$ cat src/hdl/scmc_map.vh
// scmc_map.vh: register offsets, field positions, reset values and timing counts
// for the system clock and power-mode control block; assumes an APB slave with 8-bit paddr.
// Function
// selector 000-110 divide fast by 1-64, 111 slow
// fast mode clocks cpu from divided fast clock
// selector 111 enters slow mode on slow clock
// slow switch completes only once slow oscillator stable
// fast clock in slow mode follows enable bit
// fast keep-alive bit decides fast oscillator in halt
// slow keep-alive bit decides slow oscillator in halt; code also runs it in sleep while wdt_enable is high
// halt with both bits zero enters sleep
// sleep keeps slow rc clock only with watchdog
// halt fast 0 slow 1 enters idle slow only
// halt both bits one enters idle both clocks
// halt fast 1 slow 0 enters idle fast only
// enabling fast oscillator clears then sets stable flag
// fast oscillator enable bit resets to one
// clock switch completes within bounded switch delay
// unimplemented bits read zero, selector bits reset zero
// halt sets power-down, clears timeout and watchdog counter
// software polls stable flag after restarting fast oscillator
// clock source switched glitch-free on safe edges
`ifndef SCMC_MAP_VH
`define SCMC_MAP_VH

`define SCMC_ADDR_SYSCLK_CTRL 8'h00
`define SCMC_ADDR_FAST_OSC_CTRL 8'h04
`define SCMC_ADDR_IRQ_STATUS 8'h08
`define SCMC_ADDR_IRQ_MASK 8'h0c
`define SCMC_ADDR_POWER_STATUS 8'h10

`define SCMC_SEL_MSB 7
`define SCMC_SEL_LSB 5
`define SCMC_FAST_KEEP_BIT 1
`define SCMC_SLOW_KEEP_BIT 0
`define SCMC_STABLE_BIT 1
`define SCMC_FAST_EN_BIT 0
`define SCMC_SEL_SLOW 3'h7

`define SCMC_SEL_RESET 3'h0
`define SCMC_KEEP_RESET 1'b0
`define SCMC_FAST_EN_RESET 1'b1
`define SCMC_MASK_RESET 3'h0

`define SCMC_IRQ_STABLE_BIT 0
`define SCMC_IRQ_SWITCH_BIT 1
`define SCMC_IRQ_HALT_BIT 2

`define SCMC_PD_BIT 0
`define SCMC_TO_BIT 1

`define SCMC_SWITCH_HOLD 3'h4

`endif

$ cat src/hdl/scmc_sync.v
// scmc_sync.v: two-flop synchroniser for levels arriving from the oscillators.
// assumes each bit is a slow level or a pulse wider than two pclk periods.
`timescale 1ns/10ps
module scmc_sync #(
	parameter WIDTH = 1
) (
	input wire pclk,
	input wire presetn,
	input wire [WIDTH-1:0] async_in,
	output wire [WIDTH-1:0] sync_out
);
	reg [WIDTH-1:0] meta_ff;
	reg [WIDTH-1:0] sync_ff;

	always @(posedge pclk or negedge presetn) begin
		if (!presetn) begin
			meta_ff <= {WIDTH{1'b0}};
			sync_ff <= {WIDTH{1'b0}};
		end else begin
			meta_ff <= async_in;
			sync_ff <= meta_ff;
		end
	end

	assign sync_out = sync_ff;
endmodule // scmc_sync

$ cat src/hdl/scmc_div.v
// scmc_div.v: binary prescaler of the fast clock, one enable per ratio 1..64.
// assumes run is low whenever the fast oscillator is stopped or unstable.
`timescale 1ns/10ps
module scmc_div #(
	parameter STAGES = 6
) (
	input wire pclk,
	input wire presetn,
	input wire run,
	output wire [STAGES:0] tick
);
	reg [STAGES-1:0] cnt_ff;
	wire [STAGES-1:0] nxt_cnt;

	assign nxt_cnt = run ? cnt_ff + {{(STAGES-1){1'b0}}, 1'b1} : cnt_ff;

	always @(posedge pclk or negedge presetn) begin
		if (!presetn) begin
			cnt_ff <= {STAGES{1'b0}};
		end else begin
			cnt_ff <= nxt_cnt;
		end
	end

	assign tick[0] = run;
	genvar i;
	generate
		for (i = 1; i <= STAGES; i = i + 1) begin : g_ratio
			// ratio 2^i ticks when the low i counter bits are all ones
			assign tick[i] = run & (&cnt_ff[i-1:0]);
		end
	endgenerate
endmodule // scmc_div

$ cat src/hdl/scmc_top.v
// scmc_top.v: system clock selection, glitch-free switching and halt power modes.
// assumes oscillator status and the slow rc clock arrive as pins, cpu signals on pclk.
//
// Decided for this implementation: the APB interface to the registers and the register offsets.
`timescale 1ns/10ps
`include "scmc_map.vh"
module scmc_top (
	input wire pclk,
	input wire presetn,
	input wire psel,
	input wire penable,
	input wire pwrite,
	input wire [7:0] paddr,
	input wire [31:0] pwdata,
	output reg [31:0] prdata,
	output wire pready,
	output reg pslverr,
	input wire halt_req,
	input wire wake_req,
	input wire wdt_enable,
	input wire wdt_clear_cmd,
	input wire fast_osc_ready,
	input wire slow_osc_ready,
	input wire slow_rc_oscillator,
	output wire fast_osc_run,
	output wire slow_osc_run,
	output wire cpu_clk_en,
	output wire system_clock_en,
	output wire fast_clock_en,
	output wire [6:0] fast_periph_en,
	output wire slow_clock_en,
	output wire slow_rc_clock_en,
	output wire power_down_flag,
	output wire watchdog_timeout_clr,
	output wire watchdog_counter_clr,
	output wire cpu_halted,
	output wire irq
);
	localparam [4:0] ST_RUN = 5'h01;
	localparam [4:0] ST_SLEEP = 5'h02;
	localparam [4:0] ST_IDLE_SLOW = 5'h04;
	localparam [4:0] ST_IDLE_BOTH = 5'h08;
	localparam [4:0] ST_IDLE_FAST = 5'h10;

	reg [2:0] sel_ff;
	reg fast_keep_ff;
	reg slow_keep_ff;
	reg fast_en_ff;
	reg stable_ff;
	reg [2:0] irq_stat_ff;
	reg [2:0] irq_mask_ff;
	reg pd_ff;
	reg [4:0] mode_ff;
	reg [4:0] nxt_mode;
	reg halt_evt_ff;
	reg slow_prev_ff;
	reg fast_run_prev_ff;
	reg [2:0] act_sel_ff;
	reg engaged_ff;
	reg busy_ff;
	reg gap_ff;
	reg [2:0] hold_ff;
	reg sw_done_ff;

	wire fast_ready_s;
	wire slow_ready_s;
	wire slow_level_s;
	wire slow_tick;
	wire fast_run_int;
	wire [6:0] div_tick;
	wire run_mode;
	wire wr_en;
	wire rd_en;
	wire stable_rise;
	wire cur_tick;
	wire tgt_tick;
	wire tgt_stable;
	wire sys_on_in_halt;

	scmc_sync #(
		.WIDTH(3)
	) u_sync (
		.pclk(pclk),
		.presetn(presetn),
		.async_in({fast_osc_ready, slow_osc_ready, slow_rc_oscillator}),
		.sync_out({fast_ready_s, slow_ready_s, slow_level_s})
	);

	// edge detect reads the second synchroniser stage only
	always @(posedge pclk or negedge presetn) begin
		if (!presetn) begin
			slow_prev_ff <= 1'b0;
		end else begin
			slow_prev_ff <= slow_level_s;
		end
	end
	assign slow_tick = slow_level_s & ~slow_prev_ff & slow_osc_run & slow_ready_s;

	assign run_mode = mode_ff[0];

	// fast oscillator: in run mode kept for fast mode or any switch touching it, else by enable bit; in halt only idle both and idle fast keep it
	assign fast_osc_run = run_mode ?
		(fast_en_ff | (sel_ff != `SCMC_SEL_SLOW) | (act_sel_ff != `SCMC_SEL_SLOW)) :
		(mode_ff[3] | mode_ff[4]);
	// slow oscillator runs in run modes, idle modes with keep bit, sleep only for watchdog
	assign slow_osc_run = run_mode | mode_ff[2] | mode_ff[3] |
		(mode_ff[1] & wdt_enable);

	assign fast_run_int = fast_osc_run & stable_ff;

	scmc_div #(
		.STAGES(6)
	) u_div (
		.pclk(pclk),
		.presetn(presetn),
		.run(fast_run_int),
		.tick(div_tick)
	);

	assign fast_clock_en = fast_run_int;
	assign fast_periph_en = div_tick;
	assign slow_rc_clock_en = slow_tick;
	// peripheral slow clock stops in sleep and idle fast only
	assign slow_clock_en = slow_tick & ~mode_ff[1] & ~mode_ff[4];

	// source tick of a selector code
	assign cur_tick = (act_sel_ff == `SCMC_SEL_SLOW) ? slow_tick : div_tick[act_sel_ff];
	assign tgt_tick = (sel_ff == `SCMC_SEL_SLOW) ? slow_tick : div_tick[sel_ff];
	// slow target requires a stable slow oscillator before engaging
	assign tgt_stable = (sel_ff == `SCMC_SEL_SLOW) ? slow_ready_s : stable_ff;

	// glitch-free switch: hold old source a few of its ticks, drop it, engage on a target tick
	always @(posedge pclk or negedge presetn) begin
		if (!presetn) begin
			act_sel_ff <= `SCMC_SEL_RESET;
			engaged_ff <= 1'b1;
			busy_ff <= 1'b0;
			gap_ff <= 1'b0;
			hold_ff <= 3'h0;
			sw_done_ff <= 1'b0;
		end else begin
			sw_done_ff <= 1'b0;
			if (!busy_ff) begin
				if (sel_ff != act_sel_ff) begin
					busy_ff <= 1'b1;
					gap_ff <= 1'b0;
					hold_ff <= 3'h0;
				end
			end else if (!gap_ff) begin
				// bounded hold on the current clock before release
				if (hold_ff == `SCMC_SWITCH_HOLD) begin
					gap_ff <= 1'b1;
					engaged_ff <= 1'b0;
				end else if (cur_tick) begin
					hold_ff <= hold_ff + 3'h1;
				end
			end else if (tgt_stable && tgt_tick) begin
				act_sel_ff <= sel_ff;
				engaged_ff <= 1'b1;
				busy_ff <= 1'b0;
				gap_ff <= 1'b0;
				sw_done_ff <= 1'b1;
			end
		end
	end

	// system clock in halt modes follows the idle table
	assign sys_on_in_halt = mode_ff[3] |
		(mode_ff[2] & (act_sel_ff == `SCMC_SEL_SLOW)) |
		(mode_ff[4] & (act_sel_ff != `SCMC_SEL_SLOW));
	assign system_clock_en = engaged_ff & cur_tick & (run_mode | sys_on_in_halt);
	assign cpu_clk_en = engaged_ff & cur_tick & run_mode;
	assign cpu_halted = ~run_mode;

	// power mode state machine
	always @* begin
		nxt_mode = mode_ff;
		case (mode_ff)
			ST_RUN: begin
				if (halt_req) begin
					case ({fast_keep_ff, slow_keep_ff})
						2'b00: nxt_mode = ST_SLEEP;
						2'b01: nxt_mode = ST_IDLE_SLOW;
						2'b11: nxt_mode = ST_IDLE_BOTH;
						default: nxt_mode = ST_IDLE_FAST;
					endcase
				end
			end
			ST_SLEEP, ST_IDLE_SLOW, ST_IDLE_BOTH, ST_IDLE_FAST: begin
				if (wake_req) begin
					nxt_mode = ST_RUN;
				end
			end
			default: nxt_mode = ST_RUN;
		endcase
	end

	always @(posedge pclk or negedge presetn) begin
		if (!presetn) begin
			mode_ff <= ST_RUN;
			halt_evt_ff <= 1'b0;
		end else begin
			mode_ff <= nxt_mode;
			halt_evt_ff <= run_mode & halt_req;
		end
	end

	// power-down flag: halt sets, clear-watchdog command clears, set wins
	always @(posedge pclk or negedge presetn) begin
		if (!presetn) begin
			pd_ff <= 1'b0;
		end else if (halt_evt_ff) begin
			pd_ff <= 1'b1;
		end else if (wdt_clear_cmd) begin
			pd_ff <= 1'b0;
		end
	end
	assign power_down_flag = pd_ff;
	assign watchdog_timeout_clr = halt_evt_ff;
	assign watchdog_counter_clr = halt_evt_ff;

	// apb slave, zero wait states
	assign pready = 1'b1;
	assign wr_en = psel & penable & pwrite;
	assign rd_en = psel & ~penable & ~pwrite;

	always @(posedge pclk or negedge presetn) begin
		if (!presetn) begin
			sel_ff <= `SCMC_SEL_RESET;
			fast_keep_ff <= `SCMC_KEEP_RESET;
			slow_keep_ff <= `SCMC_KEEP_RESET;
			fast_en_ff <= `SCMC_FAST_EN_RESET;
			irq_mask_ff <= `SCMC_MASK_RESET;
		end else if (wr_en) begin
			if (paddr == `SCMC_ADDR_SYSCLK_CTRL) begin
				sel_ff <= pwdata[`SCMC_SEL_MSB:`SCMC_SEL_LSB];
				fast_keep_ff <= pwdata[`SCMC_FAST_KEEP_BIT];
				slow_keep_ff <= pwdata[`SCMC_SLOW_KEEP_BIT];
			end else if (paddr == `SCMC_ADDR_FAST_OSC_CTRL) begin
				fast_en_ff <= pwdata[`SCMC_FAST_EN_BIT];
			end else if (paddr == `SCMC_ADDR_IRQ_MASK) begin
				irq_mask_ff <= pwdata[2:0];
			end
		end
	end

	// stable flag drops whenever the oscillator (re)starts, sets on synced ready
	always @(posedge pclk or negedge presetn) begin
		if (!presetn) begin
			fast_run_prev_ff <= 1'b0;
			stable_ff <= 1'b0;
		end else begin
			fast_run_prev_ff <= fast_osc_run;
			if (!fast_osc_run || !fast_run_prev_ff) begin
				stable_ff <= 1'b0;
			end else if (fast_ready_s) begin
				stable_ff <= 1'b1;
			end
		end
	end
	assign stable_rise = fast_osc_run & fast_run_prev_ff & fast_ready_s & ~stable_ff;

	// sticky events, write one to clear; a new event in the clear cycle wins
	always @(posedge pclk or negedge presetn) begin
		if (!presetn) begin
			irq_stat_ff <= 3'h0;
		end else begin
			if (wr_en && paddr == `SCMC_ADDR_IRQ_STATUS) begin
				irq_stat_ff <= (irq_stat_ff & ~pwdata[2:0]) |
					{halt_evt_ff, sw_done_ff, stable_rise};
			end else begin
				irq_stat_ff <= irq_stat_ff | {halt_evt_ff, sw_done_ff, stable_rise};
			end
		end
	end
	assign irq = |(irq_stat_ff & irq_mask_ff);

	// read data is registered in the setup cycle so it is held through access
	always @(posedge pclk or negedge presetn) begin
		if (!presetn) begin
			prdata <= 32'h00000000;
			pslverr <= 1'b0;
		end else if (psel && !penable) begin
			pslverr <= 1'b0;
			prdata <= 32'h00000000;
			if (paddr == `SCMC_ADDR_SYSCLK_CTRL) begin
				if (rd_en) begin
					prdata <= {24'h000000, sel_ff, 3'h0, fast_keep_ff, slow_keep_ff};
				end
			end else if (paddr == `SCMC_ADDR_FAST_OSC_CTRL) begin
				if (rd_en) begin
					prdata <= {30'h00000000, stable_ff, fast_en_ff};
				end
			end else if (paddr == `SCMC_ADDR_IRQ_STATUS) begin
				if (rd_en) begin
					prdata <= {29'h00000000, irq_stat_ff};
				end
			end else if (paddr == `SCMC_ADDR_IRQ_MASK) begin
				if (rd_en) begin
					prdata <= {29'h00000000, irq_mask_ff};
				end
			end else if (paddr == `SCMC_ADDR_POWER_STATUS) begin
				if (rd_en) begin
					prdata <= {30'h00000000, 1'b0, pd_ff};
				end
			end else begin
				// unmapped: error answer, reads zero, writes dropped
				pslverr <= 1'b1;
			end
		end else if (!psel) begin
			pslverr <= 1'b0;
		end
	end
endmodule // scmc_top

$ cat config.mk
export PLATFORM = sky130hd
export DESIGN_NAME = scmc_top
export DESIGN_NICKNAME = d
export VERILOG_FILES = /design/src/hdl/scmc_sync.v /design/src/hdl/scmc_div.v /design/src/hdl/scmc_top.v
export VERILOG_INCLUDE_DIRS = /design/src /design/src/hdl
export SDC_FILE = /design/constraint.sdc
export NUM_CORES = 1
export LEC_CHECK = 0
export ABC_AREA = 1
export BUFFER_PORTS_ARGS = -buffer_cell sky130_fd_sc_hd__clkbuf_2
export CAP_MARGIN = 40
export CORE_ASPECT_RATIO = 1.1
export CORE_MARGIN = 2
export CORE_UTILIZATION = 28
export CTS_CLUSTER_SIZE = 12
export DETAILED_ROUTE_END_ITERATION = 16
export SYNTH_ARGS = -nofsm -noshare
export SYNTH_HDL_FRONTEND = slang
export SYNTH_HIERARCHICAL = 1
export SYNTH_SLANG_ARGS = --single-unit
$ cat constraint.sdc
create_clock -name pclk -period 2.33 [get_ports pclk]
set_input_delay 0.3495 -clock pclk [delete_from_list [all_inputs] [get_ports pclk]]
set_output_delay 0.3495 -clock pclk [all_outputs]
set_load 0.03 [all_outputs]
* Yosys cells after proc, flatten, opt, wreduce, memory -nomap -nowiden
Index checks and enable logic that the tools add are counted.
W data, S select, Z words.
** Word-level totals
- Bits in registers :: 77
- Latch bits :: 0
- RAM bits :: 0
- Memory bits (read-only) :: 0
- Input bits :: 52
- Output and inout port bits :: 53
- Word-level logic and storage cells :: 180
- Memories kept :: 0
** Operators by class
- Add/sub/neg operators :: 2
- Multiply operators :: 0
- Divide/modulo/power cells :: 0
- $lt $le $gt $ge :: 2
- Equality and inequality tests :: 24
- Shift operators :: 0
- Muxes and demuxes :: 53
- Bitwise operators :: 49
- Reductions and logical operators :: 27
** Operator list (count)
- $mux W32 :: 4
- $mux W1 :: 33
- $and A1 B1 Y1 :: 26
- $mux W3 :: 8
- $eq A8 B4 Y1 const B :: 2
- $pmux W5 S3 :: 1
- $reduce_and A3 Y1 :: 4
- $reduce_and A4 Y1 :: 3
- $mux W5 :: 2
- $pmux W5 S2 :: 1
- $eq A3 B3 Y1 const B :: 3
- $not A1 Y1 :: 9
- $or A1 B1 Y1 :: 9
- $eq A8 B3 Y1 const B :: 1
- $eq A8 B5 Y1 const B :: 1
- $logic_not A8 Y1 :: 1
- $lt A3 B4 Y1 const B :: 2
- $mux W8 :: 1
- $ne A2 B2 Y1 const B :: 4
- $reduce_bool A2 Y1 :: 4
- $add A6 B1 Y6 const B :: 1
- $and A3 B3 Y3 :: 2
- $bmux W1 S3 :: 2
- $ne A2 B1 Y1 const B :: 3
- other kinds (22) :: 30

* Logic depth before layout (Yosys ltp)
Gate-level depths: netlist (run 1).
- Word-level depth :: 13
- Gate-level depth with buffers :: 18
- Gate-level depth less buffers :: 16

* Hierarchy
The synthesis (run 1) kept the hierarchy.
** By module, submodules not included
- scmc_top :: times used 1, cells each 328, area an instance 2404.8 µm², seq. area each 979.7 µm²
- scmc_div :: times used 1, cells each 42, area an instance 362.8 µm², seq. area each 150.1 µm²
- scmc_sync :: times used 1, cells each 6, area an instance 150.1 µm², seq. area each 150.1 µm²

* Least setup slack after synthesis (run 1)
Ideal clock, no wire load.
- Path kind :: register to output
- Start :: register act_sel_ff[1]
- End :: output port system_clock_en
- Arrival :: 3.296 ns
- Required time :: 1.980 ns
- Path slack :: -1.315 ns
- Stages on the path, launching flop included :: 16
- Buffers on the path :: 2
- Cells stage by stage :: dfrtp_1 -> buf_2 -> nand3_1 -> nor2_1 -> nand3_1 -> o21ai_0 -> nor2_1 -> buf_6 -> nand2_1 -> nor3_1 -> a31oi_1 -> nand2_1 -> nand2_1 -> nand2_1 -> nand2_1 -> a21oi_1
** Between the ends
- Word-level cells in the longest chain between the ends :: 10
- Elaborated cells on any way between the ends :: 21
- Classes of those cells :: 2 x eq/ne; 4 x mux; 15 x bitwise
** RTL lines
- start: declaration :: RTL line scmc_top.v:58 : reg [2:0] act_sel_ff;
- start signal: assignment :: RTL line scmc_top.v:135 : act_sel_ff <= `SCMC_SEL_RESET;
- start signal: assignment :: RTL line scmc_top.v:158 : act_sel_ff <= sel_ff;
- $ne A3 B3 Y1 (no line)
- $or A1 B1 Y1 :: RTL line scmc_top.v:103 : (fast_en_ff | (sel_ff != `SCMC_SEL_SLOW) | (act_sel_ff != `SCMC_SEL_SLOW)) :
- $mux W1 :: RTL line scmc_top.v:102 : assign fast_osc_run = run_mode ?
- $and A1 B1 Y1 :: RTL line scmc_top.v:109 : assign fast_run_int = fast_osc_run & stable_ff;
- via fast_clock_en :: RTL line scmc_top.v:29 : output wire fast_clock_en,
- $and A1 B1 Y1 :: RTL line scmc_div.v:30 : assign tick[i] = run & (&cnt_ff[i-1:0]);
- via fast_periph_en[6] :: RTL line scmc_top.v:30 : output wire [6:0] fast_periph_en,
- $bmux W1 S3 :: RTL line scmc_top.v:127 : assign cur_tick = (act_sel_ff == `SCMC_SEL_SLOW) ? slow_tick : div_tick[act_sel_ff];
- $mux W1 (implied by the code) :: RTL line scmc_top.v:127
- $mux W1 :: RTL line scmc_top.v:127
- $and A1 B1 Y1 (2 in series) :: RTL line scmc_top.v:171 : assign system_clock_en = engaged_ff & cur_tick & (run_mode | sys_on_in_halt);
- end: declaration :: RTL line scmc_top.v:28 : output wire system_clock_en,
The timed path passes the listed nets, and every way through them passes these cells. The select of a mux whose other input is x is not followed.

* Worst setup path in the final report (run 1)
- Start :: register fast_en_ff
- End :: output port system_clock_en
** Between the ends
- Word-level cells in the longest chain between the ends :: 10
- Elaborated cells on any way between the ends :: 15
- Classes of those cells :: 4 x mux; 11 x bitwise
** RTL lines
- start: declaration :: RTL line scmc_top.v:48 : reg fast_en_ff;
- start signal: assignment :: RTL line scmc_top.v:232 : fast_en_ff <= `SCMC_FAST_EN_RESET;
- start signal: assignment :: RTL line scmc_top.v:240 : fast_en_ff <= pwdata[`SCMC_FAST_EN_BIT];
- $or A1 B1 Y1 (*) (2 in series) :: RTL line scmc_top.v:103
- $mux W1 (*) :: RTL line scmc_top.v:102
- $and A1 B1 Y1 (*) :: RTL line scmc_top.v:109
- $and A1 B1 Y1 :: RTL line scmc_div.v:30
- $bmux W1 S3 (*) :: RTL line scmc_top.v:127
- $mux W1 (implied by the code) (*) :: RTL line scmc_top.v:127
- $mux W1 (*) :: RTL line scmc_top.v:127
- $and A1 B1 Y1 (*) (2 in series) :: RTL line scmc_top.v:171
Every way passes the cells marked *; elsewhere a longest branch is shown, timed or not. The select of a mux whose other input is x is not followed.

==> results.sh, run 1 <==
export IMPL_run_status="finished with violations"
export IMPL_failed_checks="negative setup slack"
export IMPL_routed_via_count=2532
export IMPL_dpl_hpwl_mm=5.09
export IMPL_average_detailed_routed_wire_length_per_instance_um=11.2
export IMPL_grt_setup_unrepaired="true"
export IMPL_initial_cell_density_of_the_core=0.285
export IMPL_nets=516
export IMPL_synth_ff_latch_count=51
export IMPL_antennaDiodeCount=0
export IMPL_die_height_um=111
export IMPL_final_hold_violation_count=0
export IMPL_totalWireLength_mm=6.51
export IMPL_die_boundary_width_um=101
export IMPL_period_minus_slack_ns=2.48
export IMPL_final_fill_count=1070
export IMPL_detail_route_first_pass_iterations=4
export IMPL_first_global_vias=2552
export IMPL_grt_total_usage=0.126
export IMPL_finalMaxSlewViolations=0
export IMPL_r2r_start="fast_en_ff"
export IMPL_netlist_cell_type_count=35
export IMPL_gp_congestion=0.834
export IMPL_cts_made_buffers=5
export IMPL_place_port_buffers=51
export IMPL_synth_area_um2=2920
export IMPL_maximum_number_of_pins_on_one_net_before_global_route_repair=52
export IMPL_htree_num_levels=2
export IMPL_number_of_enable_type_register_cells_in_the_synthesized_netlist=0
export IMPL_timing_fmax_mhz=403
export IMPL_drive_above_1_share=0.287
export IMPL_design_core_area_um2=10200
export IMPL_critPathCaptureType="output pin"
export IMPL_hold_path_class="input port to asynchronous set/reset pin"
export IMPL_grt_first_pass_wirelength_mm=11.3
export IMPL_route_antenna_remaining_nets=0
export IMPL_most_common_layout_cells="86 x nand2_1, 54 x inv_1, 48 x dfrtp_1, 48 x clkbuf_2, 33 x buf_4"
export IMPL_synth_cells=376
export IMPL_drc=0
export IMPL_finalSetupViolations=2
export IMPL_io_pins=105
export IMPL_critical_path_arrival_ns=2.13
export IMPL_rrSetupSlack_ns=0.18
export IMPL_crit_reg2reg_capture="act_sel_ff[1]"
export IMPL_yosysSeqAreaShare=0.439
export IMPL_number_of_drc_violations_after_detailed_routing_iteration_0=127
export IMPL_placedCellCount=567
export IMPL_clock_sinks=51
export IMPL_clockBufferDepth=2
export IMPL_cts_tree="done"
export IMPL_max_cap_viol_count=0
export IMPL_final_period_utilization=1.07
export IMPL_cts_hold_repair_buffers=0
export IMPL_synth_async_sr_flop_share=1.00
export IMPL_synthFlopType="dfrtp_1"
export IMPL_clkSlewWorstSetupHoldPaths_ns=0.07
export IMPL_measured_slew_at_the_worst_slew_check_pin_ns=0.646
export IMPL_area_delta_synth_final_pct=26.8
export IMPL_avgViaCountPerCell=4.34
export IMPL_cellLeakagePower_nw=2.00
export IMPL_p_per_cell_area_nw_per_um2=948
export IMPL_criticalPathCategory="flip-flop to output pin"
export IMPL_final_cell_count_without_fillers=583
export IMPL_power_mw=3.50
export IMPL_globalRouteOverflowTotal=0
export IMPL_cell_chosen_for_the_clock_root="clkbuf_16"
export IMPL_die_area_um2=11300
export IMPL_fp_row_count=39
export IMPL_cp_data_required_time_ns=1.98
export IMPL_worst_skew_pair_late_latency_ns=0.29
export IMPL_fin_skew_ns=0.00626
export IMPL_r2r_cells=16
export IMPL_tightest_slew_margin_relative_to_the_limit=0.569
export IMPL_timing_final_ws_setup_ns=-0.152
export IMPL_ys_warnings_count=6
export IMPL_synth_area_per_cell_um2=7.76
export IMPL_max_vdd_ir_drop_v=0.000332
export IMPL_startpoint_type="flip-flop"
export IMPL_layout_commonest_cell="nand2_1"
export IMPL_number_of_antenna_violations_at_the_first_check_in_global_routing=0
export IMPL_timing_critical_path_fanout_max=7
through the flow:
| stage | area (um2) | util | setup TNS, ns | hold WS (ns) | worst slack, ns |
|---|---|---|---|---|---|
| after floorplan | 3090 | - | -0.544 | 0.0539 | -0.281 |
| final | 3700 | 0.361 | -0.293 | 0.162 | -0.152 |
| after detailed placement | 3440 | 0.336 | -0.00963 | 0.337 | -0.00963 |
| after CTS | 3670 | 0.358 | -0.350 | 0.155 | -0.179 |
| after global routing | 3700 | 0.361 | -0.587 | 0.155 | -0.292 |
| after global placement | 3440 | 0.336 | 0 | 0.335 | 0.00748 |
Yosys cell counts, types with 4 or more instances:
library cell | instances | share of area
a21oi_1 | 7 | 0.012
buf_2 | 4 | 0.0069
buf_4 | 29 | 0.075
dfrtp_1 | 48 | 0.41
ha_1 | 5 | 0.021
inv_1 | 58 | 0.075
nand2_1 | 93 | 0.12
nand2_2 | 5 | 0.011
nand3_1 | 33 | 0.057
nor2_1 | 28 | 0.036
o21ai_0 | 26 | 0.045
routing by layer:
metal	GRT usage	vias to the layer above	wire length [um]
li1	-	1291	-
met1	0.154	1150	2860
met2	0.217	78	3170
met3	0.0252	13	336
met4	0.0423	0	136
met5	0	-	0
state kept, by name, summed over array words and instances, names as in the netlist, 3 cells and up:
name and flops:
prdata 6, u_div/cnt_ff 6, mode_ff 5, act_sel_ff 3, hold_ff 3, irq_mask_ff 3
irq_stat_ff 3, sel_ff 3, u_sync/meta_ff 3, u_sync/sync_out 3
area by class of cell:
class	instances	area, um2	share of cell area
well taps	123	154	0.0416
repair buffers	85	543	0.147
inverters	60	225	0.0609
clock buffers	6	139	0.0376
flip-flops and latches	51	1280	0.346
clock inverters	2	16.3	0.00440
multi-input cells	256	1340	0.363
power breakdown:
part | switching, mW | internal (mW) | total [mW]
clock network | 0.332 | 0.430 | 0.761
registers | 0.152 | 1.06 | 1.22
logic | 0.932 | 0.596 | 1.53
total | 1.42 | 2.09 | 3.50
logic make-up (layout without fill, tap and decap cells):
group	after synthesis	after routing	share of synthesized area
muxes	2	2	0.00772
buffers and inverters	94	153	0.163
DFF	51	51	0.439
xor gates and xnor gates	3	3	0.00901
AOI/OAI and AO/OA	42	42	0.0815
other	2	27	0.00257
and+or+nand+nor	177	177	0.277
adders and majority gates	5	5	0.0214
critical path: stages (launching register included):
cell     delay [ns]
dfstp_2        0.54
nor2_2         0.04
nand3_1        0.07
o21ai_2        0.08
nor2_4         0.13
buf_12         0.14
nand2_4        0.06
inv_2          0.06
nor2_1         0.03
nor2_1         0.08
o21ai_1        0.06
nand2_1        0.08
nand2_2        0.07
nand2_2        0.08
nand2_4        0.07
a21oi_4        0.12
buf_8          0.13
worst max-delay path by stage:
stage	startpoint	endpoint	slack (ns)	depth (start not counted)
after floorplan	sel_ff[1]	system_clock_en	-0.28	15
after global placement	fast_en_ff	system_clock_en	0.007	14
after detailed placement	fast_en_ff	system_clock_en	-0.01	14
after CTS	fast_en_ff	system_clock_en	-0.18	16
after global routing	fast_en_ff	system_clock_en	-0.29	16
final	fast_en_ff	system_clock_en	-0.15	16
timing repair:
action,4_1_cts,5_1_grt
setup buffers,6,2
setup endpoints to repair,2,2
pin swaps,7,5
resized for setup,8,10
endpoints found under the hold margin,0,0
(Power assumes the default switching activity.)
==> inputs of run 2 (changes only) <==
==> constraint.sdc (replaced) <==
create_clock -name pclk -period 2.5 [get_ports pclk]
set_input_delay 0.375 -clock pclk [delete_from_list [all_inputs] [get_ports pclk]]
set_output_delay 0.375 -clock pclk [all_outputs]
set_load 0.03 [all_outputs]
==> run 2 against run 1 <==
The flow still finishes with violations (negative setup slack); clock-buffer cell count down 1; final area down 1.6%; combinational power down 8%; via count down 0.36%; critical endpoint unchanged.
==> results.sh, run 2 (same netlist as run 1, synthesis figures left out) <==
export IMPL_layout_commonest_cell="nand2_1"
export IMPL_critical_path_max_stage_delay_ns=0.54
export IMPL_antennaDiodeCount=0
export IMPL_finalMaxSlewViolations=0
export IMPL_avgViaCountPerCell=4.40
export IMPL_timing_critical_path_fanout_max=8
export IMPL_grt_total_usage=0.123
export IMPL_die_height_um=111
export IMPL_most_common_layout_cells="86 x nand2_1, 53 x inv_1, 49 x clkbuf_2"
export IMPL_average_detailed_routed_wire_length_per_instance_um=11.3
export IMPL_detail_route_first_pass_iterations=5
export IMPL_gp_congestion=0.810
export IMPL_hold_path_class="input port to asynchronous set/reset pin"
export IMPL_criticalPathCategory="flip-flop to output pin"
export IMPL_clockBufferDepth=2
export IMPL_routed_via_count=2523
export IMPL_first_global_vias=2370
export IMPL_final_cell_count_without_fillers=573
export IMPL_r2r_start="fast_en_ff"
export IMPL_timing_fmax_mhz=395
export IMPL_path_common_cell="nor2_1"
export IMPL_timing_critical_path_slowest_stage_cell="dfstp_2"
export IMPL_crit_family="simple AND/OR/NAND/NOR gates"
export IMPL_run_status="finished with violations"
export IMPL_clock_sinks=51
export IMPL_final_hold_violation_count=0
export IMPL_max_cap_viol_count=0
export IMPL_crit_reg2reg_capture="gap_ff"
export IMPL_grt_first_pass_wirelength_mm=11.0
export IMPL_max_vdd_ir_drop_v=0.000603
export IMPL_failed_checks="negative setup slack"
export IMPL_die_area_um2=11300
export IMPL_cell_chosen_for_the_clock_root="clkbuf_16"
export IMPL_finalSetupViolations=1
export IMPL_io_pins=105
export IMPL_r2r_cells=15
export IMPL_p_per_cell_area_nw_per_um2=912
export IMPL_cellLeakagePower_nw=1.96
export IMPL_startpoint_type="flip-flop"
export IMPL_cts_tree="done"
export IMPL_final_period_utilization=1.01
export IMPL_rrSetupSlack_ns=0.45
export IMPL_htree_num_levels=2
export IMPL_critical_path_arrival_ns=2.15
export IMPL_final_util=0.355
export IMPL_tightest_slew_margin_relative_to_the_limit=0.660
export IMPL_die_boundary_width_um=101
export IMPL_measured_slew_at_the_worst_slew_check_pin_ns=0.511
export IMPL_timing_critical_path_buf_inv=3
export IMPL_number_of_drc_violations_after_detailed_routing_iteration_0=76
export IMPL_cp_cell_sequence="nor2_1 -> nand3_1 -> o21ai_2 -> nor2_4 -> buf_12 -> nand2_4 -> inv_2 -> nor2_1 -> nor2_1 -> o21ai_1 -> nand2_1 -> nand2_2 -> nand2_2 -> nand2_4 -> a21oi_4 -> buf_8"
export IMPL_place_port_buffers=51
export IMPL_area_delta_synth_final_pct=24.7
export IMPL_cts_made_buffers=5
export IMPL_globalRouteOverflowTotal=0
export IMPL_drc=0
export IMPL_clkSlewWorstSetupHoldPaths_ns=0.07
export IMPL_cp_data_required_time_ns=2.12
export IMPL_totalWireLength_mm=6.49
export IMPL_period_minus_slack_ns=2.53
export IMPL_worst_skew_pair_late_latency_ns=0.29
export IMPL_grt_setup_unrepaired="true"
export IMPL_fin_skew_ns=0.0101
export IMPL_dpl_hpwl_mm=5.04
export IMPL_fp_row_count=39
export IMPL_number_of_antenna_violations_at_the_first_check_in_global_routing=0
export IMPL_final_fill_count=1065
export IMPL_hold_ws_ns=0.0468
export IMPL_design_core_area_um2=10200
export IMPL_route_antenna_remaining_nets=0
export IMPL_drive_above_1_share=0.273
export IMPL_initial_cell_density_of_the_core=0.285
export IMPL_placedCellCount=560
export IMPL_timing_final_ws_setup_ns=-0.0286
export IMPL_nets=506
export IMPL_top_regs="prdata: 6 flops, u_div/cnt_ff: 6 flops, mode_ff: 5 flops"
export IMPL_maximum_number_of_pins_on_one_net_before_global_route_repair=21
export IMPL_critPathCaptureType="output pin"
==> run 2: cell type report <==
class / count / area, um2 / share of cell area
multi-input cells: 256 / 1340 / 0.368
inverters: 60 / 225 / 0.0619
well taps: 123 / 154 / 0.0423
repair buffers: 75 / 468 / 0.129
clock inverters: 3 / 47.5 / 0.0131
clock buffers: 5 / 125 / 0.0344
flip-flops and latches: 51 / 1280 / 0.352
==> run 2: where the power goes <==
part / leakage [nW] / switching [mW] / internal (mW)
Combinational: 1.26 / 0.881 / 0.521
Clock: 0.0844 / 0.307 / 0.478
Sequential: 0.617 / 0.141 / 0.992
Total: 1.96 / 1.33 / 1.99
==> run 2: what timing repair did <==
action / in CTS / in global routing
hold buffers: 0 / 0
endpoints found under the setup margin: 2 / 2
pin swaps: 5 / 5
setup buffers: 5 / 0
gates resized for setup: 9 / 8
cloned: 0 / 0
==> run 2: how the worst max path moves through the flow <==
stage,slack [ns],cells after the start,startpoint,endpoint
2_1_floorplan,-0.14,15,sel_ff[1],system_clock_en
3_3_place_gp,0.04,13,fast_en_ff,system_clock_en
3_5_place_dp,0.04,13,fast_en_ff,system_clock_en
4_1_cts,-0.02,16,fast_en_ff,system_clock_en
5_1_grt,-0.19,16,fast_en_ff,system_clock_en
6_report,-0.03,16,fast_en_ff,system_clock_en
==> run 2: per-layer routing <==
metal | track usage | share of wire | vias up
li1 | - | - | 1279
met1 | 0.160 | 0.44 | 1168
met2 | 0.207 | 0.49 | 67
met3 | 0.0240 | 0.049 | 9
met4 | 0.0360 | 0.013 | 0
met5 | 0 | 0 | -
==> run 2: metrics by stage <==
stage,total power [mW],cell area (um2),TNS (ns),setup WS [ns]
global route,3.57,3640,-0.339,-0.191
global placement,2.37,3380,0,0.0411
floorplan,2.10,3090,-0.255,-0.136
detailed placement,2.41,3380,0,0.0375
CTS,3.33,3630,-0.0153,-0.0153
finish,3.32,3640,-0.0286,-0.0286
